## config.mk

```make
export PLATFORM = sky130hd
export DESIGN_NAME = kmsc_keypad_ctrl
export DESIGN_NICKNAME = d
export VERILOG_FILES = /design/src/shared/kmsc_pkg.sv /design/src/design/kmsc_keypad_ctrl.sv /design/src/design/kmsc_pw_code.sv
export SDC_FILE = /design/constraint.sdc
export NUM_CORES = 1
export LEC_CHECK = 0
export CORE_ASPECT_RATIO = 0.75
export CORE_UTILIZATION = 40
export CTS_CLUSTER_DIAMETER = 30
export CTS_CLUSTER_SIZE = 8
export DETAILED_ROUTE_END_ITERATION = 8
export DONT_BUFFER_PORTS = 1
export PLACE_DENSITY_LB_ADDON = 0.2
export SYNTH_ARGS = -nofsm -noshare
export SYNTH_HDL_FRONTEND = slang
export SYNTH_SLANG_ARGS = --single-unit
```

## constraint.sdc

```tcl
create_clock -name clk_sys_in -period 2.5 [get_ports clk_sys_in]
set_input_delay 0 -clock clk_sys_in [delete_from_list [all_inputs] [get_ports clk_sys_in]]
set_output_delay 0 -clock clk_sys_in [all_outputs]
set_load 0.05 [all_outputs]
```

## src/shared/kmsc_pkg.sv

```systemverilog
/*
  Constants for the keypad menu and session controller: key codes,
  display messages, states, register map, privilege levels, timings.
  Assumes a single 10 MHz system clock.
*/
`default_nettype none
package kmsc_pkg;

  // Key codes; digits 0..9 use their own value
  localparam logic [4:0] K_ONE     = 5'h01;
  localparam logic [4:0] K_THREE   = 5'h03;
  localparam logic [4:0] K_NINE    = 5'h09;
  localparam logic [4:0] K_DOT     = 5'h0A;
  localparam logic [4:0] K_UP      = 5'h0B;
  localparam logic [4:0] K_DOWN    = 5'h0C;
  localparam logic [4:0] K_CONFIRM = 5'h0D;
  localparam logic [4:0] K_END     = 5'h0E;
  localparam logic [4:0] K_ERASE   = 5'h0F;
  localparam logic [4:0] K_PRINT   = 5'h10;
  localparam logic [4:0] K_INFO    = 5'h11;
  localparam logic [4:0] K_SET     = 5'h12;
  localparam logic [4:0] K_ACT     = 5'h13;

  // Gray codes along idle, category, item, entry
  typedef enum logic [2:0] {
    S_IDLE   = 3'h0,
    S_CAT    = 3'h1,
    S_ITEM   = 3'h3,
    S_ENTRY  = 3'h2,
    S_YN     = 3'h6,
    S_PW     = 3'h7,
    S_FINISH = 3'h5,
    S_ENDED  = 3'h4
  } kmsc_state_t;

  typedef enum logic [3:0] {
    M_BLANK  = 4'h0,
    M_CAT    = 4'h1,
    M_ITEM   = 4'h2,
    M_ENTRY  = 4'h3,
    M_YES    = 4'h4,
    M_NO     = 4'h5,
    M_PW     = 4'h6,
    M_FINISH = 4'h7,
    M_ENDED  = 4'h8,
    M_DONE   = 4'h9,
    M_DENIED = 4'hA
  } kmsc_msg_t;

  // Register word addresses
  localparam logic [1:0] R_STATUS = 2'h0;
  localparam logic [1:0] R_CTRL   = 2'h1;
  localparam logic [1:0] R_VALUE  = 2'h2;

  // Remote privilege levels
  localparam logic [1:0] LV_NONE   = 2'h0;
  localparam logic [1:0] LV_VIEW   = 2'h1;
  localparam logic [1:0] LV_SET    = 2'h2;
  localparam logic [1:0] LV_MASTER = 2'h3;

  localparam int TW = 36;
  localparam longint CLK_HZ      = 10_000_000;
  localparam longint INACT_S     = 900;
  localparam longint ENDED_S     = 10;
  localparam logic [TW-1:0] INACT_CYCLES = TW'(INACT_S * CLK_HZ);
  localparam logic [TW-1:0] ENDED_CYCLES = TW'(ENDED_S * CLK_HZ);

endpackage : kmsc_pkg
`default_nettype wire
```

## src/design/kmsc_keypad_ctrl.sv

```systemverilog
/*
  Front-panel keypad interpreter: menu scrolling, value entry, yes/no
  entry, password privileges, end-of-session sequence, status LED.
  Assumes key events, item type and relay status come from logic on
  clk_sys_in; registers via a plain strobe port, read data next cycle.
*/
`default_nettype none
`timescale 1ns/1ns
module kmsc_keypad_ctrl
  import kmsc_pkg::*;
#(
  parameter int            NUM_CAT   = 8,
  parameter int            NUM_ITEM  = 16,
  parameter logic [15:0]   MASTER_PW = 16'h1234, // Arbitrary value
  parameter logic [15:0]   SET_PW    = 16'h5678, // Arbitrary value
  parameter logic [TW-1:0] INACT_CYC = INACT_CYCLES,
  parameter logic [TW-1:0] PW_CYC    = INACT_CYCLES,
  parameter logic [TW-1:0] ENDED_CYC = ENDED_CYCLES
) (
  input  wire logic        clk_sys_in,
  input  wire logic        rst_in,
  input  wire logic        ce_in,
  input  wire logic        key_valid_in,
  input  wire logic [4:0]  key_code_in,
  input  wire logic        item_yesno_in,
  input  wire logic        outputs_enabled_in,
  input  wire logic        crit_fail_in,
  input  wire logic [1:0]  reg_addr_in,
  input  wire logic [31:0] reg_wdata_in,
  input  wire logic        reg_wr_in,
  input  wire logic        reg_rd_in,
  output logic      [31:0] reg_rdata_out,
  output logic      [3:0]  disp_msg_out,
  output logic      [4:0]  disp_menu_out,
  output logic      [7:0]  disp_cat_out,
  output logic      [7:0]  disp_item_out,
  output logic      [31:0] entry_val_out,
  output logic      [31:0] pw_disp_out,
  output logic             setting_wr_out,
  output logic             action_go_out,
  output logic      [31:0] store_val_out,
  output logic             protect_halt_out,
  output logic             protect_reinit_out,
  output logic             led_green_out,
  output logic             remote_set_lock_out,
  output logic             remote_act_lock_out,
  output logic             remote_may_set_out,
  output logic             remote_may_act_out,
  output logic             remote_may_view_out
);

  localparam int CW = $clog2(NUM_CAT);
  localparam int IW = $clog2(NUM_ITEM);
  localparam logic [CW-1:0] CAT_LAST  = CW'(NUM_CAT - 1);
  localparam logic [IW-1:0] ITEM_LAST = IW'(NUM_ITEM - 1);

  kmsc_state_t   st_q;
  kmsc_msg_t     msg_q;
  logic [4:0]    cmd_q;
  logic [CW-1:0] cat_q;
  logic [IW-1:0] item_q;
  logic [31:0]   entry_q;
  logic          yn_q;
  logic          close_q;
  logic          halt_q;
  logic          reinit_q;
  logic          session_q;
  logic          set_lock_q;
  logic          priv_set_q;
  logic          priv_act_q;
  logic          led_q;
  logic          wr_q;
  logic          act_q;
  logic [31:0]   val_q;
  logic [31:0]   pw_q;
  logic [31:0]   pw_code;
  logic [1:0]    lvl_q;
  logic [31:0]   rdata_q;

  logic kv, is_dig, is_data, is_cmd, key_yn, edit_ok, in_item;
  logic ev_conf, ev_store, ev_act, ev_fin, ev_pw_m, ev_pw_s;
  logic inact_exp, pw_exp, ended_exp, tmo;

  ////////////////////////////////////////////////////////////////////////
  // Key decode

  assign kv       = ce_in && key_valid_in && (key_code_in != K_PRINT);
  assign is_dig   = key_code_in <= K_NINE;
  assign is_data  = is_dig || (key_code_in == K_DOT);
  assign is_cmd   = key_code_in inside {K_INFO, K_SET, K_ACT};
  assign key_yn   = (key_code_in == K_ONE) || (key_code_in == K_THREE);
  assign in_item  = st_q inside {S_ITEM, S_ENTRY, S_YN};
  assign edit_ok  = ((cmd_q == K_SET) && priv_set_q) ||
                    ((cmd_q == K_ACT) && priv_act_q);
  assign ev_conf  = kv && (key_code_in == K_CONFIRM);
  assign ev_store = ev_conf && (cmd_q == K_SET) && (st_q inside {S_ENTRY, S_YN});
  assign ev_act   = ev_conf && (cmd_q == K_ACT) && (st_q inside {S_ENTRY, S_YN});
  assign ev_fin   = ev_conf && (st_q == S_FINISH);
  assign ev_pw_m  = ev_conf && (st_q == S_PW) && (entry_q[15:0] == MASTER_PW);
  assign ev_pw_s  = ev_conf && (st_q == S_PW) && (entry_q[15:0] == SET_PW);
  assign tmo      = inact_exp || ended_exp;

  ////////////////////////////////////////////////////////////////////////
  // Timers: inactivity, password life, completion message

  logic [2:0]    t_clr, t_run, t_exp;
  logic [TW-1:0] t_lim [3];

  assign t_clr[0] = kv;
  assign t_run[0] = (st_q != S_IDLE) || session_q;
  assign t_lim[0] = INACT_CYC;
  assign t_clr[1] = ev_pw_m || ev_pw_s || ev_store || ev_act;
  assign t_run[1] = priv_set_q || priv_act_q;
  assign t_lim[1] = PW_CYC;
  assign t_clr[2] = kv;
  assign t_run[2] = (st_q == S_ENDED) && close_q;
  assign t_lim[2] = ENDED_CYC;
  assign inact_exp = t_exp[0];
  assign pw_exp    = t_exp[1];
  assign ended_exp = t_exp[2];

  for (genvar g = 0; g < 3; g++)
  begin : g_tmr
    logic [TW-1:0] cnt_q;
    always_ff @(posedge clk_sys_in)
    begin
      if (rst_in)
        cnt_q <= '0;
      else if (ce_in)
      begin
        if (t_clr[g] || !t_run[g])
          cnt_q <= '0;
        else if (cnt_q != t_lim[g])
          cnt_q <= cnt_q + TW'(1);
      end
    end
    // Saturating count gives one expiry pulse per idle stretch
    assign t_exp[g] = ce_in && t_run[g] && !t_clr[g] && (cnt_q == t_lim[g] - TW'(1));
  end

  ////////////////////////////////////////////////////////////////////////
  // Navigation and display

  always_ff @(posedge clk_sys_in)
  begin
    if (rst_in)
    begin
      st_q    <= S_IDLE;
      msg_q   <= M_BLANK;
      cmd_q   <= K_INFO;
      cat_q   <= '0;
      item_q  <= '0;
      entry_q <= '0;
      yn_q    <= 1'b0;
      close_q <= 1'b0;
    end
    else if (ce_in)
    begin
      if (tmo)
      begin
        st_q    <= S_IDLE;
        msg_q   <= M_BLANK;
        entry_q <= '0;
      end
      else if (kv)
      begin
        if (is_cmd)
        begin
          st_q    <= S_CAT;
          msg_q   <= M_CAT;
          entry_q <= '0;
          if (!(in_item && (key_code_in == cmd_q)))
          begin
            cmd_q <= key_code_in;
            cat_q <= '0;
          end
        end
        else if (key_code_in == K_END)
        begin
          st_q  <= S_FINISH;
          msg_q <= M_FINISH;
        end
        else if ((st_q == S_ENDED) || ((st_q == S_FINISH) && !ev_conf))
        begin
          st_q  <= S_IDLE;
          msg_q <= M_BLANK;
        end
        else
        begin
          case (key_code_in)
            K_UP, K_DOWN:
            begin
              if (st_q == S_CAT)
              begin
                if (key_code_in == K_UP)
                  cat_q <= (cat_q == CAT_LAST) ? '0 : cat_q + CW'(1);
                else
                  cat_q <= (cat_q == '0) ? CAT_LAST : cat_q - CW'(1);
              end
              else if (in_item)
              begin
                if (key_code_in == K_UP)
                  item_q <= (item_q == ITEM_LAST) ? '0 : item_q + IW'(1);
                else
                  item_q <= (item_q == '0) ? ITEM_LAST : item_q - IW'(1);
                st_q    <= S_ITEM;
                msg_q   <= M_ITEM;
                entry_q <= '0;
              end
            end
            K_ERASE:
            begin
              entry_q <= '0;
              if (st_q == S_PW)
                msg_q <= M_PW;
              else if (st_q inside {S_ENTRY, S_YN})
              begin
                st_q  <= S_ITEM;
                msg_q <= M_ITEM;
              end
              else
              begin
                st_q  <= S_IDLE;
                msg_q <= M_BLANK;
              end
            end
            K_CONFIRM:
            begin
              case (st_q)
                S_CAT:
                begin
                  item_q  <= '0;
                  entry_q <= '0;
                  if ((cmd_q != K_INFO) && (cat_q == '0) && !edit_ok)
                  begin
                    st_q  <= S_PW;
                    msg_q <= M_PW;
                  end
                  else
                  begin
                    st_q  <= S_ITEM;
                    msg_q <= M_ITEM;
                  end
                end
                S_PW:
                begin
                  st_q    <= S_ITEM;
                  msg_q   <= (ev_pw_m || ev_pw_s) ? M_ITEM : M_DENIED;
                  entry_q <= '0;
                end
                S_ENTRY, S_YN:
                begin
                  st_q  <= S_ITEM;
                  msg_q <= M_ITEM;
                end
                S_FINISH:
                begin
                  st_q    <= S_ENDED;
                  msg_q   <= halt_q ? M_DONE : M_ENDED;
                  close_q <= !halt_q;
                end
                default:
                begin
                end
              endcase
            end
            default:
            begin
              if ((st_q == S_PW) && is_dig)
                entry_q <= {entry_q[27:0], key_code_in[3:0]};
              else if (in_item && edit_ok && is_data)
              begin
                if (item_yesno_in)
                begin
                  if (key_yn)
                  begin
                    st_q  <= S_YN;
                    yn_q  <= key_code_in == K_ONE;
                    msg_q <= (key_code_in == K_ONE) ? M_YES : M_NO;
                  end
                end
                else
                begin
                  st_q    <= S_ENTRY;
                  msg_q   <= M_ENTRY;
                  entry_q <= {entry_q[27:0], key_code_in[3:0]};
                end
              end
            end
          endcase
        end
      end
    end
  end

  ////////////////////////////////////////////////////////////////////////
  // Store, protection halt, locks, privileges, LED

  always_ff @(posedge clk_sys_in)
  begin
    if (rst_in)
    begin
      wr_q  <= 1'b0;
      act_q <= 1'b0;
      val_q <= '0;
    end
    else if (ce_in)
    begin
      wr_q  <= ev_store;
      act_q <= ev_act;
      if (ev_store || ev_act)
        val_q <= (st_q == S_YN) ? (yn_q ? 32'h0000_0001 : 32'h0000_0003) : entry_q;
    end
  end

  always_ff @(posedge clk_sys_in)
  begin
    if (rst_in)
    begin
      halt_q   <= 1'b0;
      reinit_q <= 1'b0;
    end
    else if (ce_in)
    begin
      reinit_q <= ev_fin && halt_q;
      if (ev_store)
        halt_q <= 1'b1;
      else if (ev_fin)
        halt_q <= 1'b0;
    end
  end

  always_ff @(posedge clk_sys_in)
  begin
    if (rst_in)
    begin
      session_q  <= 1'b0;
      set_lock_q <= 1'b0;
    end
    else if (ce_in)
    begin
      if ((ev_fin && !halt_q) || inact_exp)
        session_q <= 1'b0;
      else if (kv)
        session_q <= 1'b1;
      if (ev_store)
        set_lock_q <= 1'b1;
      else if (ev_fin || inact_exp)
        set_lock_q <= 1'b0;
    end
  end

  always_ff @(posedge clk_sys_in)
  begin
    if (rst_in)
    begin
      priv_set_q <= 1'b0;
      priv_act_q <= 1'b0;
    end
    else if (ce_in)
    begin
      if (ev_pw_m || ev_pw_s)
        priv_set_q <= 1'b1;
      else if (ev_fin || pw_exp || inact_exp)
        priv_set_q <= 1'b0;
      if (ev_pw_m)
        priv_act_q <= 1'b1;
      else if ((ev_fin && !halt_q) || pw_exp || inact_exp)
        priv_act_q <= 1'b0;
    end
  end

  // Tracks relay status whenever protection runs, so it settles after reinit
  always_ff @(posedge clk_sys_in)
  begin
    if (rst_in)
      led_q <= 1'b0;
    else if (ce_in)
      led_q <= !halt_q && outputs_enabled_in && !crit_fail_in;
  end

  ////////////////////////////////////////////////////////////////////////
  // Password display

  kmsc_pw_code #(
    .N (4)
  ) u_code (
    .plain_in  ({4'h3, entry_q[15:12], 4'h3, entry_q[11:8],
                 4'h3, entry_q[7:4], 4'h3, entry_q[3:0]}),
    .coded_out (pw_code)
  );

  always_ff @(posedge clk_sys_in)
  begin
    if (rst_in)
      pw_q <= '0;
    else if (ce_in)
      pw_q <= (st_q == S_PW) ? pw_code : '0;
  end

  ////////////////////////////////////////////////////////////////////////
  // Register port

  always_ff @(posedge clk_sys_in)
  begin
    if (rst_in)
    begin
      lvl_q   <= LV_NONE;
      rdata_q <= '0;
    end
    else if (ce_in)
    begin
      if (reg_wr_in && (reg_addr_in == R_CTRL))
        lvl_q <= reg_wdata_in[1:0];
      rdata_q <= '0;
      if (reg_rd_in)
      begin
        case (reg_addr_in)
          R_STATUS: rdata_q <= {23'h00_0000, st_q, led_q, priv_act_q, priv_set_q,
                                set_lock_q, session_q, halt_q};
          R_CTRL:   rdata_q <= {30'h0000_0000, lvl_q};
          R_VALUE:  rdata_q <= val_q;
          default:  rdata_q <= '0;
        endcase
      end
    end
  end

  ////////////////////////////////////////////////////////////////////////
  // Outputs

  assign reg_rdata_out       = rdata_q;
  assign disp_msg_out        = msg_q;
  assign disp_menu_out       = cmd_q;
  assign disp_cat_out        = 8'(cat_q);
  assign disp_item_out       = 8'(item_q);
  assign entry_val_out       = entry_q;
  assign pw_disp_out         = pw_q;
  assign setting_wr_out      = wr_q;
  assign action_go_out       = act_q;
  assign store_val_out       = val_q;
  assign protect_halt_out    = halt_q;
  assign protect_reinit_out  = reinit_q;
  assign led_green_out       = led_q;
  assign remote_set_lock_out = set_lock_q;
  assign remote_act_lock_out = session_q;
  assign remote_may_set_out  = (lvl_q inside {LV_SET, LV_MASTER}) && !set_lock_q;
  assign remote_may_act_out  = (lvl_q == LV_MASTER) && !session_q;
  assign remote_may_view_out = lvl_q != LV_NONE;
endmodule : kmsc_keypad_ctrl
`default_nettype wire

```

## src/design/kmsc_pw_code.sv

```systemverilog
/*
  Fixed character substitution used to show passwords on the display.
  Purely combinational; the caller registers the result.
*/
`default_nettype none
`timescale 1ns/1ns
module kmsc_pw_code #(
  parameter int N = 4
) (
  input  wire logic [8*N-1:0] plain_in,
  output logic      [8*N-1:0] coded_out
);

  function automatic logic [7:0] enc(input logic [7:0] c);
    case (c)
      "P":     enc = " ";
      "T":     enc = "!";
      "X":     enc = "\"";
      "Q":     enc = "$";
      "U":     enc = "%";
      "Y":     enc = "&";
      "R":     enc = "(";
      "V":     enc = ")";
      "Z":     enc = "*";
      "S":     enc = ",";
      "W":     enc = "-";
      "D":     enc = "1";
      "H":     enc = "2";
      "L":     enc = "3";
      "A":     enc = "4";
      "E":     enc = "5";
      "I":     enc = "6";
      "M":     enc = "7";
      "B":     enc = "8";
      "F":     enc = "9";
      "J":     enc = ":";
      "N":     enc = ".";
      "C":     enc = "<";
      "G":     enc = "=";
      "K":     enc = ">";
      "O":     enc = "?";
      "0":     enc = "@";
      "4":     enc = "A";
      "8":     enc = "B";
      "1":     enc = "D";
      "5":     enc = "E";
      "9":     enc = "F";
      "2":     enc = "H";
      "6":     enc = "I";
      "3":     enc = "L";
      "7":     enc = "M";
      " ":     enc = "P";
      "$":     enc = "Q";
      "(":     enc = "R";
      ",":     enc = "S";
      "!":     enc = "T";
      "%":     enc = "U";
      ")":     enc = "V";
      "-":     enc = "W";
      "\"":    enc = "X";
      "&":     enc = "Y";
      "*":     enc = "Z";
      "#":     enc = "\\";
      "'":     enc = "]";
      "+":     enc = "^";
      "/":     enc = "_";
      default: enc = " ";
    endcase
  endfunction : enc

  for (genvar g = 0; g < N; g++)
  begin : g_chr
    assign coded_out[8*g+:8] = enc(plain_in[8*g+:8]);
  end

endmodule : kmsc_pw_code
`default_nettype wire

```

==> flow_summary.toml, run 1 <==
[status]
status = "finished clean"

[yosys]
synth-compound-area-share_pct = 13.5
synth-edff-count = 0
synthAdderAreaFrac_pct = 1.16
ys_seq_area_share_pct = 43.9
synthCells = 1544
synth_top_family_by_area = "simple AND/OR/NAND/NOR gates"
ys_warn_count = 0
synthMuxAreaShare_pct = 1.41
synth_xor_xnor_area_share_pct = 6.69
synthesis.area_sq_um = 13000
synth_simple_gate_area_share_pct = 28.1
ys_ff_latch = 284
synth-async-reset-ratio_pct = 0
yosys_most_used_dff = "dfxtp_1"
avgSynthCellArea_sq_um = 8.39
synthDistinctLibCells = 82

[layout]
mostFrequentLayoutCells = "dfxtp_1 (281), nor2_1 (211), nand2_1 (145)"
fin_nets = 1702
area_delta_synth_final_pct = 25.2
layout_commonest_cell = "dfxtp_1"
drive_gt1_share_pct = 13.9
diodes = 0
fillers = 2951

[setup_path]
path_depth = 11
critPathKind = "in2reg"
cpMaxStageDelayCell = "dlygate4sd3_1"
cp_cell_sequence = "dlygate4sd3_1 > nor3b_4 > a21boi_0 > buf_4 > nor4_4 > buf_4 > nand2b_2 > buf_4 > or4_1 > nand4_1 > a21oi_1"
cp_max_fo = 10
r2r_cells = 6
cp-end-kind = "flop"
slowest_delay_ns = 0.93
cp_data_arrival_time_ns = 2.81
cp_top_family = "buffers and inverters"
rrSetupSlack_ns = 0.16
required_ns = 2.92
critPathLaunchType = "input pin"
cpMostUsedCell = "buf_4"
path_buf_inv = 4

[hold_path]
hp-class = "in2reg"
hold_path_depth = 5

[power]
p_int_mw = 9.76
leakage_nw = 5.75
switching_share_pct = 21.6
peakVddDrop_mv = 0.501
power_frac_seq_pct = 36.7
p_clk_share_pct = 59.5
power.density_nw_per_um2 = 767
comb_power_share_pct = 3.8
finalPower_mw = 12.4
p_switching_mw = 2.68

[timing]
setup_tns_ns = 0
rsz0062_at_grt = "no"
finalClockSkew_ns = 0.0225
setup_viol = 0
post-route-period-util_pct = 95.9
fin_crit_ns = 2.40
fmax_mhz = 417
fin_ws_ns = 0.104
finalHoldViolations = 0
max_slew.worst_pin.slew_ns = 1.06
slew_violations = 0
relSlewSlack_pct = 29.2

[floorplanning]
design.core.area_sq_um = 31600
dieWidth_microns = 210
die_h_microns = 158
start_util_pct = 41.0
dieArea_sq_um = 33100
pin_count = 211
rows = 56

[place]
routabilityCongestion = 0.911
io_buffers = 0
dp_worst_setup_slack_ns = -0.238
hpwl_microns = 26400

[global_routing]
grt-ovfl-total = 0
grt_pass1_wl_microns = 60700
antenna_found_initial = 0
first_global_vias = 10700
grt.total_usage_pct = 23.1
grt_max_degree = 138

[clock_tree]
path_clk_slew_ns = 0.05
tritoncts = "yes"
worstSkewPairLatency_ns = 0.56
cts_root_buf = "clkbuf_16"
clk_path_buf_depth = 3
numCtsBuffers = 54
clkSinkCount = 284
htreeDepth = 2

[run]
max_cap_viol_count = 0

[detailed_routing]
drt-wirelength-per-cell_microns = 18.4
drt_iter0_drc = 1121
first_pass_iters = 6
ant_nets = 0
wl_microns = 39000
vias_per_cell = 5.47
drc = 0
vias = 11600
power groups by stage:
stage	clock network, mW	logic, mW	registers, mW
floorplan	0	0.334	4.66
global placement	0	0.361	4.65
detailed placement	0	0.361	4.65
CTS	7.55	0.460	4.57
global route	7.78	0.499	4.56
finish	7.41	0.468	4.57
state kept, by name, summed over array words and instances, names as in the netlist, 2 cells and up:
register	cells
g_tmr.cnt_q	108
disp_msg_out	4
st_q	3
reg_rdata_out	32
pw_disp_out	24
store_val_out	32
lvl_q	2
item_q	4
entry_val_out	32
pw_code	24
cat_q	3
disp_menu_out	5
tightest hold or removal path: stages:
cell and delay [ns]:
or2_2 0.09, o21ai_0 0.10, nand2_1 0.22, nand2_1 0.08, nor2_1 0.07
through the flow:
step	utilization (%)	instances	cell area, sq um	hold WS, ns
after floorplan	-	1560	13000	0.144
after global placement	43.7	1980	13800	0.0808
after detailed placement	43.7	1980	13800	0.0820
after CTS	51.1	2114	16200	0.00373
after global routing	51.4	2115	16200	0.0822
final	51.4	2115	16200	0.0375
layout make-up:
| cell class | instances | area [sq um] | area share, % |
|---|---|---|---|
| clock buffers | 72 | 1530 | 9.44 |
| clock inverters | 22 | 353 | 2.17 |
| inverters | 39 | 146 | 0.902 |
| multi-input cells | 1129 | 6790 | 41.9 |
| flip-flops and latches | 284 | 5690 | 35.1 |
| well taps | 435 | 544 | 3.35 |
| repair buffers | 134 | 1170 | 7.22 |
worst paths after layout:
| check | from | end |
|---|---|---|
| worst max-delay path | key_code_in[2] | disp_msg_out[2]$_SDFFE_PP0P_ |
| worst min register to register | pw_code[5]$_SDFF_PN0_ | pw_disp_out[5]$_SDFFE_PP0P_ |
| worst max register to register | g_tmr[1].cnt_q[15]$_SDFFE_PP0P_ | priv_set_q$_SDFFE_PP0P_ |
| worst min-delay path | key_code_in[1] | remote_act_lock_out$_SDFFE_PP0P_ |
cell families after synthesis:
kind of cell | Yosys count
AO/OA/AOI/OAI | 265
XOR/XNOR | 99
adder cells (fa/ha/maj) | 12
buffers and inverters | 147
flip-flops | 284
multiplexers | 18
other | 1
AND/OR/NAND/NOR | 718
layer usage:
metal | global-route usage (%) | routed length, microns
met5 | 0 | 0
met4 | 7.02 | 789
met3 | 5.79 | 2960
met2 | 33.0 | 16400
met1 | 33.8 | 18900
repair_timing:
item                                    4_1_cts  5_1_grt
endpoints found under the hold margin       236        0
cloned                                        0        0
setup buffers                                 0        1
gates resized for setup                       6       15
endpoints found under the setup margin       47       53
hold buffers                                 40        0
pin swaps                                     1        4
synth_stat cells, types with 4 or more instances:
master | number | area (sq um)
dfxtp_1 | 284 | 5690
nor2_1 | 211 | 792
nand2_1 | 145 | 544
nand3_1 | 109 | 546
a21oi_1 | 106 | 531
clkbuf_1 | 63 | 236
xnor2_1 | 53 | 464
a22oi_1 | 46 | 345
xor2_1 | 46 | 403
nor3_1 | 42 | 210
inv_1 | 39 | 146
nand4_1 | 39 | 244
o21ai_0 | 33 | 165
nor4_1 | 28 | 175
and3_1 | 27 | 169
buf_4 | 18 | 135
mux2i_1 | 16 | 160
buf_2 | 15 | 75.1
or3_1 | 14 | 87.6
and4_1 | 13 | 114
ha_1 | 12 | 150
nor4b_1 | 12 | 105
a32oi_1 | 9 | 78.8
and2_1 | 9 | 56.3
o211ai_1 | 9 | 67.6
or2_2 | 8 | 50.1
a211oi_1 | 7 | 52.6
a222oi_1 | 7 | 70.1
a31oi_1 | 7 | 43.8
nand2b_1 | 7 | 43.8
buf_1 | 6 | 22.5
nand4b_1 | 6 | 52.6
nor2b_1 | 6 | 37.5
a22o_1 | 5 | 43.8
buf_6 | 5 | 56.3
o21a_1 | 5 | 37.5
or4_1 | 5 | 37.5
and3b_1 | 4 | 35.0
and4b_1 | 4 | 40.0
nor4bb_1 | 4 | 40.0
No activity file was read; power rests on OpenSTA's default activity.
==> inputs of run 2 (changes only) <==
--- a/config.mk
+++ b/config.mk
@@ -5,6 +5,7 @@
 export SDC_FILE = /design/constraint.sdc
 export NUM_CORES = 1
 export LEC_CHECK = 0
+export CAP_MARGIN = 20
 export CORE_ASPECT_RATIO = 0.75
 export CORE_UTILIZATION = 40
 export CTS_CLUSTER_DIAMETER = 30
@@ -12,6 +13,8 @@
 export DETAILED_ROUTE_END_ITERATION = 8
 export DONT_BUFFER_PORTS = 1
 export PLACE_DENSITY_LB_ADDON = 0.2
+export SKIP_LAST_GASP = 1
 export SYNTH_ARGS = -nofsm -noshare
 export SYNTH_HDL_FRONTEND = slang
+export SYNTH_HIERARCHICAL = 1
 export SYNTH_SLANG_ARGS = --single-unit
==> run 2 against run 1 <==
Worst setup slack better by 0.062 ns. Cell count up 1.4%. Register-to-register slack about the same. Count of clock-buffer cells in the layout down 1. Sequential share of layout area down 1.0 points. Global-route usage down 0.88 points. Total power down 3.1%.
==> flow_summary.toml, run 2 <==
[power]
peakVddDrop_mv = 0.477
power.density_nw_per_um2 = 764
leakage_nw = 5.67
finalPower_mw = 12.1

[yosys]
synthesis.area_sq_um = 12600
synth-edff-count = 0
synth_top_area_share_pct = 42.5
yosys_most_used_dff = "dfxtp_1"
synth_top_family_by_area = "simple AND/OR/NAND/NOR gates"
synth.most_common_cell = "dfxtp_1"
ys_seq_area_share_pct = 42.5
synthDistinctLibCells = 81
ys_ff_latch = 268
synth-compound-area-share_pct = 14.6
synth_simple_gate_area_share_pct = 29.1
synth_xor_xnor_area_share_pct = 6.94
synthTopCellsByCount = "dfxtp_1 (268), nand2_1 (190), nor2_1 (183)"
synth_top_area_cell = "dfxtp_1"
synthMuxAreaShare_pct = 1.19
ys_top_cells_by_area = "dfxtp_1 (42%), a21oi_1 (6.1%), nand2_1 (5.6%)"
ys_warn_count = 6
avgSynthCellArea_sq_um = 8.07
synthCells = 1565
synthAdderAreaFrac_pct = 1.19
synth-async-reset-ratio_pct = 0

[clock_tree]
worstSkewPairLatency_ns = 0.58
cts_root_buf = "clkbuf_16"
clkSinkCount = 268
path_clk_slew_ns = 0.05
htreeDepth = 2
tritoncts = "yes"
cts_resized = 0
numCtsBuffers = 54
clk_path_buf_depth = 3

[layout]
top_register = "g_tmr.cnt_q"
largest_register_ffs = 108
drive_gt1_share_pct = 11.5
mostFrequentLayoutCells = "dfxtp_1 (268), nand2_1 (190), nor2_1 (181)"
area_delta_synth_final_pct = 24.9
diodes = 0
fin_nets = 1766
layout_commonest_cell = "dfxtp_1"

[timing]
setup_viol = 0
slew_violations = 0
finalHoldViolations = 0
relSlewSlack_pct = 31.4
finalClockSkew_ns = 0.0270
fmax_mhz = 428
fin_crit_ns = 2.33
post-route-period-util_pct = 93.4
rsz0062_at_grt = "no"
max_slew.worst_pin.slew_ns = 1.03
fin_ws_ns = 0.166
setup_tns_ns = 0

[setup_path]
cp_data_arrival_time_ns = 2.82
critPathLaunchType = "flop"
rrSetupSlack_ns = 0.17
r2r-end = "entry_val_out[26]$_SDFFE_PP0P_"
cp_max_fo = 30
cp-end-kind = "flop"
critPathKind = "reg2reg"
crit_start = "st_q[2]$_SDFFE_PP0P_"
required_ns = 2.99
r2r_cells = 8
worstReg2RegStart = "st_q[2]$_SDFFE_PP0P_"
cp-endpoint = "entry_val_out[26]$_SDFFE_PP0P_"

[place]
io_buffers = 0
hpwl_microns = 24600
routabilityCongestion = 0.915
dp_worst_setup_slack_ns = 0.205

[detailed_routing]
drt_iter0_drc = 1112
vias_per_cell = 5.43
drc = 0
wl_microns = 36800
ant_nets = 0
first_pass_iters = 6
vias = 11600
drt-wirelength-per-cell_microns = 17.2

[floorplanning]
dieWidth_microns = 207
design.core.area_sq_um = 30600
rows = 55
pin_count = 211
dieArea_sq_um = 32300
die_h_microns = 156
start_util_pct = 41.2

[run]
max_cap_viol_count = 0

[global_routing]
grt_pass1_wl_microns = 57900
grt_max_degree = 127
grt-ovfl-total = 0
first_global_vias = 10500
antenna_found_initial = 1
grt.total_usage_pct = 22.2

[hold_path]
hp-class = "in2reg"

[status]
status = "finished clean"
run 2: cell types whose count changed after synthesis, moves of 15 or more:
cell and delta:
a21oi_1 +47, nor3_1 -15, a22oi_1 -22, xnor2_1 -21
xor2_1 +22, nand2_1 +45, nor2_1 -28, dfxtp_1 -16
nand3_1 +28
run 2: worst min-delay path by stage:
stage                                                 end            start  cells after the start  slack, ns
after floorplan                     lvl_q[0]$_SDFFE_PP0P_  reg_wdata_in[0]                      2       0.14
after global placement              lvl_q[0]$_SDFFE_PP0P_           rst_in                      1       0.08
after detailed placement            lvl_q[0]$_SDFFE_PP0P_           rst_in                      1       0.08
after CTS                 protect_reinit_out$_SDFFE_PP0P_     key_valid_in                      5      0.002
after global routing              priv_act_q$_SDFFE_PP0P_     key_valid_in                      5       0.05
final                     protect_reinit_out$_SDFFE_PP0P_     key_valid_in                      5       0.06
run 2: routing by layer:
layer | share of wire (%) | GRT usage [%] | vias up
met1 | 49 | 31.9 | 5486
met3 | 8.6 | 6.22 | 39
li1 | - | - | 5727
met2 | 41 | 32.5 | 397
met4 | 1.3 | 5.58 | 0
met5 | 0 | 0 | -
run 2: cell type report:
cell class	count	area (sq um)
inverters	28	105
well taps	399	499
multi-input cells	1251	7030
fillers	2895	14800
clock inverters	25	357
clock buffers	71	1520
flip-flops and latches	268	5370
repair buffers	103	906
run 2: kinds of logic after synthesis:
| logic type | count (synthesis) |
|---|---|
| AOI/OAI and AO/OA | 301 |
| xor gates and xnor gates | 100 |
| adders and majority gates | 12 |
| buffers and inverters | 125 |
| DFF | 268 |
| muxes | 15 |
| other | 3 |
| and+or+nand+nor | 741 |
run 2: per-stage QoR:
step | util [%] | hold slack [ns] | cells | area (sq um)
2_1_floorplan | - | 0.144 | 1644 | 12900
3_3_place_gp | 44.6 | 0.0829 | 2027 | 13700
3_5_place_dp | 44.6 | 0.0825 | 2027 | 13700
4_1_cts | 51.5 | 0.00151 | 2145 | 15800
5_1_grt | 51.5 | 0.0524 | 2145 | 15800
6_report | 51.5 | 0.0552 | 2145 | 15800
run 2: worst max-delay path: stages (launching register included):
cell      delay [ns]
dfxtp_1         0.38
a21bo_2         0.29
nor4_2          0.37
a31oi_1         0.17
and4bb_2        0.40
a21o_1          0.15
buf_12          0.19
nand3_1         0.09
a21oi_1         0.18
run 2: repair_timing:
item | CTS | global route
hold buffers | 22 | 0
buffers inserted | 0 | 0
hold endpoints to repair | 236 | 0
run 2: power by group:
| part | switching (mW) | total [mW] | internal [mW] |
|---|---|---|---|
| registers | 0.0218 | 4.32 | 4.30 |
| clock network | 2.38 | 7.25 | 4.87 |
| logic | 0.344 | 0.486 | 0.142 |
==> inputs of run 3 (changes only) <==
--- a/config.mk
+++ b/config.mk
@@ -7,7 +7,7 @@
 export LEC_CHECK = 0
 export CAP_MARGIN = 20
 export CORE_ASPECT_RATIO = 0.75
-export CORE_UTILIZATION = 40
+export CORE_UTILIZATION = 55
 export CTS_CLUSTER_DIAMETER = 30
 export CTS_CLUSTER_SIZE = 8
 export DETAILED_ROUTE_END_ITERATION = 8
==> run 3 against run 2 <==
Clock power decreased by 16%. Sequential share of layout area rose by 1.1 points. Sequential power barely moved. Non-clock buffer count down 7. Register-to-register slack lost 0.02 ns. Maximum frequency down 4.6%. Clock skew is 0.0039 ns lower. Cell area is 3.2% lower. Cell count is 6.4% lower. Largest power group unchanged. Highest routed layer unchanged.
==> flow_summary.toml, run 3 (synthesis gave the netlist of run 2 again) <==
[power]
peakVddDrop_mv = 0.877
power.density_nw_per_um2 = 713
leakage_nw = 5.48

[setup_path]
critPathKind = "in2reg"
slowest_delay_ns = 0.59
cp-endpoint = "store_val_out[0]$_SDFFE_PP0P_"
r2r-end = "entry_val_out[29]$_SDFFE_PP0P_"
cp_max_fo = 38
cp-end-kind = "flop"
required_ns = 2.89
r2r_cells = 8
cp_cell_sequence = "dlygate4sd3_1 > buf_12 > nand2_1 > nor3_2 > dlygate4sd3_1 > buf_4 > nand3b_1 > buf_4 > nor3b_1 > nor3_1"
cpMaxStageDelayCell = "dlygate4sd3_1"
path_depth = 10
rrSetupSlack_ns = 0.15
crit_start = "ce_in"
critPathLaunchType = "input pin"
cp_top_family = "buffers and inverters"
cp_data_arrival_time_ns = 2.83
path_buf_inv = 5
worstReg2RegStart = "st_q[1]$_SDFFE_PP0P_"

[detailed_routing]
vias_per_cell = 5.84
ant_nets = 0
first_pass_iters = 8
drt-wirelength-per-cell_microns = 17.5
drc = 0
wl_microns = 35200
drt_iter0_drc = 860
vias = 11700

[timing]
slew_violations = 0
fin_crit_ns = 2.45
finalHoldViolations = 0
setup_tns_ns = 0
post-route-period-util_pct = 97.9
rsz0062_at_grt = "no"
max_slew.worst_pin.slew_ns = 0.753
relSlewSlack_pct = 49.8
fmax_mhz = 409
finalClockSkew_ns = 0.0231
setup_viol = 0

[layout]
layout_commonest_cell = "dfxtp_1"
fin_area_sq_um = 15300
multi_input_area_sq_um = 7050
top_register = "g_tmr.cnt_q"
utilization_pct = 68.5
fin_nets = 1751
fillers = 1842
diodes = 0
area.sequential_sq_um = 5370
area_delta_synth_final_pct = 21.0
largest_register_ffs = 108
mostFrequentLayoutCells = "dfxtp_1 (268), nand2_1 (190), nor2_1 (181)"
drive_gt1_share_pct = 9.92

[clock_tree]
htreeDepth = 2
cts_root_buf = "clkbuf_16"
path_clk_slew_ns = 0.04
tritoncts = "yes"
clkSinkCount = 268
worstSkewPairLatency_ns = 0.54
clk_path_buf_depth = 3
numCtsBuffers = 46

[place]
hpwl_microns = 22900
routabilityCongestion = 0.890
detailed_place.area_sq_um = 13500
io_buffers = 0

[hold_path]
hp-class = "in2reg"
hold_path_depth = 4

[global_routing]
grt-ovfl-total = 0
grt.total_usage_pct = 29.2
grt_pass1_wl_microns = 56100
antenna_found_initial = 0
grt_max_degree = 126
first_global_vias = 10900

[floorplanning]
rows = 47
dieArea_sq_um = 23600
die_h_microns = 133
design.core.area_sq_um = 22300
dieWidth_microns = 177
pin_count = 211
start_util_pct = 56.7

[run]
max_cap_viol_count = 0

[status]
status = "finished clean"
## run 3: worst min path at each step
stage                          from  slack, ns                             end
global placement             rst_in       0.09          item_q[3]$_SDFFE_PP0P_
detailed placement           rst_in       0.09           cat_q[0]$_SDFFE_PP0P_
global route         key_code_in[1]       0.02    disp_msg_out[2]$_SDFFE_PP0P_
finish               key_code_in[1]       0.01    disp_msg_out[2]$_SDFFE_PP0P_
floorplan           reg_wdata_in[0]       0.14           lvl_q[0]$_SDFFE_PP0P_
CTS                           ce_in      0.005  g_tmr[2].cnt_q[0]$_SDFFE_PP0P_
## run 3: timing repair
item	in CTS	in global routing
resized for setup	0	3
hold buffers	25	0
endpoints found under the setup margin	0	6
buffers inserted	0	1
endpoints found under the hold margin	242	0
## run 3: stage by stage
step                setup WS (ns)  std cells  hold slack, ns  power [mW]
global route              0.00171       2007          0.0239        11.2
finish                     0.0527       2007          0.0136        10.9
CTS                        0.0352       2006         0.00473        11.0
global placement            0.270       1911          0.0892        4.78
floorplan                   0.246       1644           0.144        4.74
detailed placement          0.215       1911          0.0904        4.78
## run 3: worst min-delay path, delay by kind of cell
family,cells,cell delay (ns)
compound gates,2,0.20
simple gates,2,0.29
## run 3: area by class of cell
type / instances / share of cell area, %
clock buffers: 57 / 8.34
repair buffers: 96 / 5.88
multi-input cells: 1251 / 46.1
well taps: 294 / 2.41
inverters: 28 / 0.688
clock inverters: 13 / 1.42
flip-flops and latches: 268 / 35.1
## run 3: metal layers
metal	GRT usage, %	wire length, microns	up-vias
met3	7.36	2830	64
met2	45.7	15700	412
met1	38.7	15600	5565
li1	-	-	5685
met4	10.8	1020	0
met5	0	0	-
## run 3: report_power, final
group	leakage, nW	switching [mW]	internal, mW
combinational	2.59	0.344	0.148
clock	0.724	2.01	4.06
sequential	2.16	0.0220	4.30
